===== config.mk =====
export PLATFORM = sky130hd
export DESIGN_NAME = fuel_gauge_buck_ctrl_regs
export DESIGN_NICKNAME = d
export VERILOG_FILES = /design/src/common/fuel_gauge_buck_pkg.sv /design/src/hdl/refresh_sequencer.sv /design/src/hdl/charge_accumulator.sv /design/src/hdl/fuel_gauge_buck_ctrl_regs.sv
export VERILOG_INCLUDE_DIRS = /design/src /design/src/common
export SDC_FILE = /design/constraint.sdc
export NUM_CORES = 1
export LEC_CHECK = 0
export ABC_AREA = 0
export BUFFER_PORTS_ARGS = -buffer_cell sky130_fd_sc_hd__buf_2
export CORE_AREA = 2 2 131 133
export DETAILED_ROUTE_END_ITERATION = 7
export DIE_AREA = 0 0 133 135
export MAX_ROUTING_LAYER = met4
export PLACE_DENSITY_LB_ADDON = 0.25
export RECOVER_POWER = 100
export SETUP_SLACK_MARGIN = 0.1
export SYNTH_ARGS = -nofsm -noshare
export SYNTH_HDL_FRONTEND = slang
export SYNTH_HIERARCHICAL = 1
export SYNTH_SLANG_ARGS = --single-unit
export TNS_END_PERCENT = 30

===== constraint.sdc =====
create_clock -name clk -period 3 [get_ports clk]
set_clock_uncertainty 0.2 [all_clocks]
set_input_delay 0.15 -clock clk [delete_from_list [all_inputs] [get_ports clk]]
set_output_delay 0.15 -clock clk [all_outputs]
set_load 0.005 [all_outputs]

===== src/common/fuel_gauge_buck_defs.svh =====
// register offsets, reset values and field constants of the gauge and step-down bank
// assumes inclusion from packages or modules that need the bank's constants
`ifndef FUEL_GAUGE_BUCK_DEFS_SVH
`define FUEL_GAUGE_BUCK_DEFS_SVH

// ****************************************
// register offsets
// ****************************************
`define ADDR_ACCUM_HIGH 8'h23
`define ADDR_ACCUM_LOW 8'h24
`define ADDR_VOLTAGE_HIGH 8'h25
`define ADDR_VOLTAGE_LOW 8'h26
`define ADDR_GAUGE_MODE 8'h27
`define ADDR_REFRESH 8'h28
`define ADDR_STEPDOWN_CFG 8'h29
`define ADDR_STEPDOWN_VOUT 8'h2A

// ****************************************
// field positions and widths
// ****************************************
`define REFRESH_BIT 7
`define ACCUM_WIDTH 12
`define VOLTAGE_WIDTH 13
`define LEVEL_WIDTH 7
`define ACCUM_LOW_PAD 4'h0
`define VOLTAGE_LOW_PAD 3'h0
`define REFRESH_READ 8'h00
`define UNMAPPED_READ 8'h00

// ****************************************
// reset values
// ****************************************
`define GAUGE_MODE_RESET 8'h50
`define PEAK_LIMIT_RESET 2'h3
`define PULSE_STOP_RESET 1'h0
`define SWITCH_DELAY_RESET 2'h0
`define ACCUM_RESET 12'h000
`define VOLTAGE_RESET 13'h0000
`define LEVEL_RESET 7'h00
`define CAPACITY_RESET 8'h00

// ****************************************
// aging reduction shifts, 0.8 / 1.6 / 3.1 / 6.3 percent
// ****************************************
`define AGE_SHIFT_00 3'd7
`define AGE_SHIFT_01 3'd6
`define AGE_SHIFT_10 3'd5
`define AGE_SHIFT_11 3'd4

`endif


===== src/common/fuel_gauge_buck_pkg.sv =====
// types shared by the gauge and step-down register bank
// assumes the defs header sits on the include path
package fuel_gauge_buck_pkg;
   // gauge operation control layout, msb first
   typedef struct packed {
      logic [1:0] low_charge_threshold;
      logic [1:0] sleep_current_threshold;
      logic [1:0] sleep_update_interval;
      logic gauge_sleep_select;
      logic gauge_enable;
   } gauge_mode_s;
   // step-down configuration layout
   typedef struct packed {
      logic [1:0] soft_start;
      logic [1:0] stepdown_peak_limit;
      logic forced_pulse_width_modulation;
      logic stepdown_pulse_stop;
      logic stepdown_output_discharge;
      logic stepdown_enable;
   } stepdown_cfg_s;
   // step-down output voltage layout
   typedef struct packed {
      logic [1:0] stepdown_switch_delay;
      logic [5:0] stepdown_voltage_code;
   } stepdown_vout_s;
   // refresh sequence tracker
   typedef enum logic [1:0] {
      REFRESH_IDLE = 2'b01,
      REFRESH_ARMED = 2'b10
   } refresh_state_e;
endpackage : fuel_gauge_buck_pkg


===== src/hdl/refresh_sequencer.sv =====
// detects the write-one-then-write-zero sequence on the refresh bit
// assumes one write strobe per host write, synchronous to clk
`timescale 1ns/10ps
module refresh_sequencer (
   // clock and reset
   input wire logic clk,
   input wire logic rst,
   // refresh register write
   input wire logic wr_strobe,
   input wire logic wr_bit,
   // one-cycle refresh request
   output logic refresh_pulse_reg
);
   import fuel_gauge_buck_pkg::*;
   refresh_state_e state_reg;

   // ****************************************
   // sequence tracking
   // ****************************************
   // a second one while armed keeps it armed; only a zero completes it
   always_ff @(posedge clk) begin
      if (rst) begin
         state_reg <= REFRESH_IDLE;
      end else if (wr_strobe) begin
         unique case (state_reg)
            REFRESH_IDLE: begin
               if (wr_bit) state_reg <= REFRESH_ARMED;
            end
            REFRESH_ARMED: begin
               if (!wr_bit) state_reg <= REFRESH_IDLE;
            end
            default: state_reg <= REFRESH_IDLE;
         endcase
      end
   end

   // pulse when the zero follows the one
   always_ff @(posedge clk) begin
      if (rst) refresh_pulse_reg <= 1'b0;
      else refresh_pulse_reg <= wr_strobe && !wr_bit && (state_reg == REFRESH_ARMED);
   end
endmodule : refresh_sequencer


===== src/hdl/charge_accumulator.sv =====
// 12-bit charge accumulation count with aging capacity reduction on wrap
// assumes charge_step is a one-cycle pulse from the gauge core
`timescale 1ns/10ps
`include "fuel_gauge_buck_defs.svh"
module charge_accumulator (
   // clock and reset
   input wire logic clk,
   input wire logic rst,
   // gauge core events and settings
   input wire logic charge_step,
   input wire logic aging_enable,
   input wire logic [1:0] aging_code,
   input wire logic cap_load,
   input wire logic [7:0] cap_setting,
   // state
   output logic [11:0] count_reg,
   output logic [7:0] capacity_reg,
   output logic overflow_reg
);
   logic wrap;
   logic [2:0] shift;
   assign wrap = charge_step && (count_reg == {`ACCUM_WIDTH{1'b1}});
   // shift approximates the percentage: 1/128, 1/64, 1/32, 1/16
   always_comb begin
      unique case (aging_code)
         2'b00: shift = `AGE_SHIFT_00;
         2'b01: shift = `AGE_SHIFT_01;
         2'b10: shift = `AGE_SHIFT_10;
         default: shift = `AGE_SHIFT_11;
      endcase
   end

   // ****************************************
   // count and capacity
   // ****************************************
   always_ff @(posedge clk) begin
      if (rst) count_reg <= `ACCUM_RESET;
      else if (charge_step) count_reg <= count_reg + 12'h001;
   end

   // a fresh capacity setting wins over a reduction in the same cycle
   always_ff @(posedge clk) begin
      if (rst) capacity_reg <= `CAPACITY_RESET;
      else if (cap_load) capacity_reg <= cap_setting;
      else if (wrap && aging_enable) capacity_reg <= capacity_reg - (capacity_reg >> shift);
   end

   always_ff @(posedge clk) begin
      if (rst) overflow_reg <= 1'b0;
      else overflow_reg <= wrap;
   end
endmodule : charge_accumulator


===== src/hdl/fuel_gauge_buck_ctrl_regs.sv =====
// register bank for gauge readback, gauge control and step-down regulator settings
// assumes a host register port synchronous to clk; gauge core gives pulses and levels
`timescale 1ns/10ps
`include "fuel_gauge_buck_defs.svh"
module fuel_gauge_buck_ctrl_regs #(
   parameter logic [1:0] SOFT_START_DEFAULT = 2'h0,
   parameter logic FORCED_PULSE_WIDTH_MODULATION_DEFAULT = 1'b0,
   parameter logic DISCHARGE_DEFAULT = 1'b0,
   parameter logic OUTPUT_ON_DEFAULT = 1'b0,
   parameter logic [5:0] VOLTAGE_CODE_DEFAULT = 6'h00
) (
   // clock and reset
   input wire logic clk,
   input wire logic rst,
   // host register port
   input wire logic [7:0] reg_addr,
   input wire logic reg_wr_en,
   input wire logic [7:0] reg_wr_data,
   input wire logic reg_rd_en,
   output logic [7:0] reg_rd_data_reg,
   output logic reg_rd_valid_reg,
   // gauge core measurements and events
   input wire logic [12:0] vbat_measured,
   input wire logic [6:0] charge_level_measured,
   input wire logic gauge_update,
   input wire logic charge_step,
   input wire logic aging_enable,
   input wire logic [1:0] aging_code,
   input wire logic cap_load,
   input wire logic [7:0] cap_setting,
   // gauge controls and readback state
   output fuel_gauge_buck_pkg::gauge_mode_s gauge_mode_reg,
   output logic [6:0] charge_level_reg,
   output logic [7:0] capacity_reg,
   output logic accum_overflow_reg,
   // step-down regulator controls
   output fuel_gauge_buck_pkg::stepdown_cfg_s stepdown_cfg_reg,
   output fuel_gauge_buck_pkg::stepdown_vout_s stepdown_vout_reg
);
   import fuel_gauge_buck_pkg::*;

   // ****************************************
   // write decode
   // ****************************************
   logic wr_mode;
   logic wr_refresh;
   logic wr_cfg;
   logic wr_vout;
   assign wr_mode = reg_wr_en && (reg_addr == `ADDR_GAUGE_MODE);
   assign wr_refresh = reg_wr_en && (reg_addr == `ADDR_REFRESH);
   assign wr_cfg = reg_wr_en && (reg_addr == `ADDR_STEPDOWN_CFG);
   assign wr_vout = reg_wr_en && (reg_addr == `ADDR_STEPDOWN_VOUT);

   // ****************************************
   // refresh sequence and accumulator
   // ****************************************
   logic refresh_pulse;
   logic [11:0] accum_live;
   logic snapshot;

   refresh_sequencer u_refresh (
      .clk(clk),
      .rst(rst),
      .wr_strobe(wr_refresh),
      .wr_bit(reg_wr_data[`REFRESH_BIT]),
      .refresh_pulse_reg(refresh_pulse)
   );

   charge_accumulator u_accum (
      .clk(clk),
      .rst(rst),
      .charge_step(charge_step),
      .aging_enable(aging_enable),
      .aging_code(aging_code),
      .cap_load(cap_load),
      .cap_setting(cap_setting),
      .count_reg(accum_live),
      .capacity_reg(capacity_reg),
      .overflow_reg(accum_overflow_reg)
   );

   // gauge updates only count while the gauge is enabled; a refresh always counts
   assign snapshot = refresh_pulse || (gauge_update && gauge_mode_reg.gauge_enable);

   // ****************************************
   // gauge operation control
   // ****************************************
   // whole byte is writable; reset leaves gauge off in active mode
   always_ff @(posedge clk) begin
      if (rst) begin
         gauge_mode_reg <= gauge_mode_s'(`GAUGE_MODE_RESET);
      end else if (wr_mode) begin
         gauge_mode_reg <= gauge_mode_s'(reg_wr_data);
      end
   end

   // ****************************************
   // step-down configuration and output voltage
   // ****************************************
   // factory settings come in as parameters so each trim can differ
   always_ff @(posedge clk) begin
      if (rst) begin
         stepdown_cfg_reg.soft_start <= SOFT_START_DEFAULT;
         stepdown_cfg_reg.stepdown_peak_limit <= `PEAK_LIMIT_RESET;
         stepdown_cfg_reg.forced_pulse_width_modulation <= FORCED_PULSE_WIDTH_MODULATION_DEFAULT;
         stepdown_cfg_reg.stepdown_pulse_stop <= `PULSE_STOP_RESET;
         stepdown_cfg_reg.stepdown_output_discharge <= DISCHARGE_DEFAULT;
         stepdown_cfg_reg.stepdown_enable <= OUTPUT_ON_DEFAULT;
      end else if (wr_cfg) begin
         stepdown_cfg_reg <= stepdown_cfg_s'(reg_wr_data);
      end
   end

   always_ff @(posedge clk) begin
      if (rst) begin
         stepdown_vout_reg.stepdown_switch_delay <= `SWITCH_DELAY_RESET;
         stepdown_vout_reg.stepdown_voltage_code <= VOLTAGE_CODE_DEFAULT;
      end else if (wr_vout) begin
         stepdown_vout_reg <= stepdown_vout_s'(reg_wr_data);
      end
   end

   // ****************************************
   // readback snapshots
   // ****************************************
   logic [12:0] voltage_snap_reg;
   logic [11:0] accum_snap_reg;

   // held copies keep high and low bytes coherent between two host reads
   always_ff @(posedge clk) begin
      if (rst) voltage_snap_reg <= `VOLTAGE_RESET;
      else if (snapshot) voltage_snap_reg <= vbat_measured;
   end

   always_ff @(posedge clk) begin
      if (rst) charge_level_reg <= `LEVEL_RESET;
      else if (snapshot) charge_level_reg <= charge_level_measured;
   end

   always_ff @(posedge clk) begin
      if (rst) accum_snap_reg <= `ACCUM_RESET;
      else if (snapshot) accum_snap_reg <= accum_live;
   end

   // ****************************************
   // read path
   // ****************************************
   logic [7:0] rd_mux;
   // write-only refresh bit and reserved bits read as zero
   always_comb begin
      unique case (reg_addr)
         `ADDR_ACCUM_HIGH: rd_mux = accum_snap_reg[11:4];
         `ADDR_ACCUM_LOW: rd_mux = {accum_snap_reg[3:0], `ACCUM_LOW_PAD};
         `ADDR_VOLTAGE_HIGH: rd_mux = voltage_snap_reg[12:5];
         `ADDR_VOLTAGE_LOW: rd_mux = {voltage_snap_reg[4:0], `VOLTAGE_LOW_PAD};
         `ADDR_GAUGE_MODE: rd_mux = gauge_mode_reg;
         `ADDR_REFRESH: rd_mux = `REFRESH_READ;
         `ADDR_STEPDOWN_CFG: rd_mux = stepdown_cfg_reg;
         `ADDR_STEPDOWN_VOUT: rd_mux = stepdown_vout_reg;
         default: rd_mux = `UNMAPPED_READ;
      endcase
   end

   // read data holds until the next read
   always_ff @(posedge clk) begin
      if (rst) reg_rd_data_reg <= `UNMAPPED_READ;
      else if (reg_rd_en) reg_rd_data_reg <= rd_mux;
   end

   always_ff @(posedge clk) begin
      if (rst) reg_rd_valid_reg <= 1'b0;
      else reg_rd_valid_reg <= reg_rd_en;
   end
endmodule : fuel_gauge_buck_ctrl_regs


==> key figures <==
Synth
  – Mean Syn Cell Area: ~8.8 µm²
  – Seq cells post-synth: between 80 and 90
  – Synth Instances: approximately 460
  – Async set-reset flop share out of synthesis: 0%
  – Synthesized Nets: around 530
  – Yosys cell types: 59
  – Synthesis Warnings: 6
  – Most used DFF post-synth: dfxtp_1
  – Post-synth EDFFs: 0
  – Seq/Total Area, Yosys: a little over two fifths
  – Post-Synthesis Cell Area: 4089 µm²

Power
  – Power per cell area: ~510 nW/µm²
  – Reg power frac: between 40% and 50%
  – Maximum vdd drop: 0.2998 mV
  – Int Power: about 2.1 mW
  – Sw frac: ~23%
  – Static Leak: roughly 2.1 nW
  – P_sw: roughly 0.62 mW
  – Logic gate share of total power: 8.2%
  – Total chip power: approximately 2.8 mW
  – Clock group share of total power: between 40% and 50%

Layout
  – Nets: 659
  – Fin cells: 823
  – Fillers: about 1.8k
  – Max reg flops: 13
  – P&R area growth vs syn: 33.97%
  – Share of layout cells above drive strength 1: 17.41%
  – Post-Route Utilization: ~33%
  – ANT cells: 0
  – Commonest non-fill, non-tap cell in the layout: dfxtp_1
  – Post-route cell area: around 5500 µm²
  – Most frequent cells in the layout: dfxtp_1 (89), nand2_1 (87), buf_2 (76)

STA
  – Max-slew violations: 0
  – Hold Slack: ~7.5 ps
  – Final Cycle Share: just under 90%
  – Worst rel slew slack: a little over half
  – Fin worst setup slack: between 300 and 400 ps
  – Final hold violations: 0
  – TNS Setup: 0 ps
  – Clock period minus final worst setup slack: around 2600 ps
  – RSZ-0062 raised after global routing: no
  – Endpoints failing setup: 0
  – Slew @ Worst Pin: ~710 ps
  – Fmax: between 300 and 400 MHz

Placement
  – Final HPWL DP: 8926 µm
  – Cells after DPL: approximately 760
  – Placed instance area: 4773 µm²
  – Port bufs: 102
  – Post-Place Worst Slack: between 500 and 600 ps
  – RD Place Congestion: between 0.7 and 0.8

Die
  – Starting density of the core: approximately 25%
  – Core area: around 16,000 µm²
  – I/O Pins: 103
  – Die area: around 18,000 µm²
  – Die X: about 130 µm
  – Cell Rows: 47
  – Die Y: 135 µm

Status
  – Status: finished, final reports clean

Worst hold path
  – Worst hold path type: in2reg
  – Worst hold start: rst

CTS
  – Cts bufs inserted: 9
  – Clock sink count: 89
  – Clock root buffer: clkbuf_16
  – CTS tree: done
  – CTS Buffer Depth: 2
  – Post-CTS setup buffer count: 0
  – Clock latency on the worst-skew pair: roughly 340 ps
  – Post-CTS Resized: 0
  – Clock H-tree levels: 3
  – Reg clk slew, reported paths: ~60 ps

Global routing
  – Met2 usage: 23.06%
  – Met3 Use GR: ~2.3%
  – Pin count of the biggest net entering global routing: between 70 and 80
  – Busiest grt layer: met2
  – Overall global routing resource usage: 14.45%
  – Initial antenna violation count: 0
  – Gr ovfl total: 0
  – Vias in the first global route: 3,733
  – Met1 Use GR: a little under a fifth
  – First-pass GRT wire length: approximately 20,000 µm

Worst setup path
  – Data arrival, critical path: ~2700 ps
  – Worst setup EP type: register
  – Slowest CP cell: dfxtp_1
  – Register-to-register setup slack: 400 ps
  – Crit path from: u_accum/capacity_reg[5]
  – WS Path Type: reg2reg
  – WP data required: about 3100 ps
  – Launch point of the worst reg-to-reg path: u_accum/capacity_reg[5]
  – Critical Path, Cell by Cell: mux2_2, nand2_1, o21ai_0, inv_1, ha_1, nand3b_1, a21boi_0, nor2_1, xnor2_1, a211oi_1
  – Crit Path Max Fanout: 6
  – Critical Path Start Type: register
  – CP max stage delay: just under 500 ps

Detailed routing
  – DRC Markers: 0
  – Vias per cell: 4.660
  – Vias: 3,835
  – Starting DRT DRC Count: about 270
  – Total wire length: ~13,000 µm
  – TritonRoute pass-1 iters: 4
  – Routed Antenna Nets: 0
  – WL per Instance: roughly 15 µm

Job
  – MaxCap Viol Count: 0
==> final cells by class <==
class	instances	area, µm²	share of cell area (%)
Timing Repair Buffer	148	940.9	17.18
Inverter	5	18.77	0.3426
Clock inverter	6	112.6	2.056
Clock buffer	10	239.0	4.363
Tap cell	220	275.3	5.025
Sequential cell	89	1782	32.53
Multi-Input combinational cell	345	2110	38.51
==> power by group through the flow <==
stage / Sequential, mW / Combinational, mW / Clock, mW
final: 1.21 / 0.227 / 1.34
after global routing: 1.21 / 0.249 / 1.42
after CTS: 1.21 / 0.233 / 1.36
after detailed placement: 1.23 / 0.190 / 0
after global placement: 1.23 / 0.186 / 0
after floorplan: 1.23 / 0.108 / 0
==> metal layers <==
| metal | up-vias | part of all wire, % |
|---|---|---|
| li1 | 1897 | - |
| met5 | - | 0 |
| met3 | 11 | 3.8 |
| met1 | 1844 | 47 |
| met4 | 0 | 1.4 |
| met2 | 83 | 47 |
==> critical path: cells and delay by family (launching register included) <==
kind / cells / cell delay [ps]
xor gates and xnor gates: 1 / 160
muxes: 1 / 210
buffers and inverters: 1 / 90
AOI/OAI and AO/OA: 3 / 830
DFF: 1 / 490
adders and majority gates: 1 / 280
and+or+nand+nor: 3 / 250
==> synth_stat cells, drive strengths merged (2+ instances only) <==
master | count | share of area (%)
and4 | 6 | 1.4
inv | 4 | 0.37
clkbuf | 18 | 2.2
nor2b | 7 | 1.1
a22o | 3 | 0.64
dfxtp | 89 | 44
a22oi | 12 | 2.2
and3 | 4 | 0.61
a211o | 2 | 0.43
mux2i | 27 | 6.6
a21oi | 42 | 5.1
a2bb2oi | 5 | 1.1
xor2 | 9 | 1.9
nand4 | 5 | 1.3
o211ai | 3 | 0.55
xnor2 | 7 | 1.5
a211oi | 6 | 1.2
buf | 7 | 1.3
a31oi | 2 | 0.31
nand2b | 5 | 0.76
nor2 | 48 | 4.4
o22ai | 5 | 0.76
and2 | 2 | 0.34
o21ai | 10 | 1.2
and2b | 4 | 0.76
nor3 | 4 | 0.49
a311oi | 2 | 0.43
nand3b | 5 | 0.92
ha | 6 | 1.8
nor4 | 3 | 1.2
mux2 | 3 | 0.83
nand3 | 10 | 1.5
nand2 | 87 | 8.0
==> path summary, 6_finish.rpt <==
kind | endpoint | depth (start not counted)
worst max-delay path | u_accum/capacity_reg[5] | 10
worst min-delay path | stepdown_cfg_reg[7] | 2
worst max register to register | u_accum/capacity_reg[5] | 10
worst min register to register | charge_level_reg[2] | 2
==> logic make-up (layout without fill, tap and decap cells) <==
family          count (synthesis)  count (layout)  synth area share (%)
buf+inv                        30             169                 3.886
fa+ha+maj                       7               7                 2.326
xor+xnor                       16              16                 3.427
mux                            30              30                 7.436
flops                          89              89                 43.57
simple gates                  193             193                 23.87
compound gates                 99              99                 15.48
==> what timing repair did <==
| action | CTS | global route |
|---|---|---|
| hold buffers | 43 | 0 |
| hold endpoints to repair | 60 | 0 |
| setup endpoints to repair | 0 | 0 |
Power figures use the tool's default switching activity.
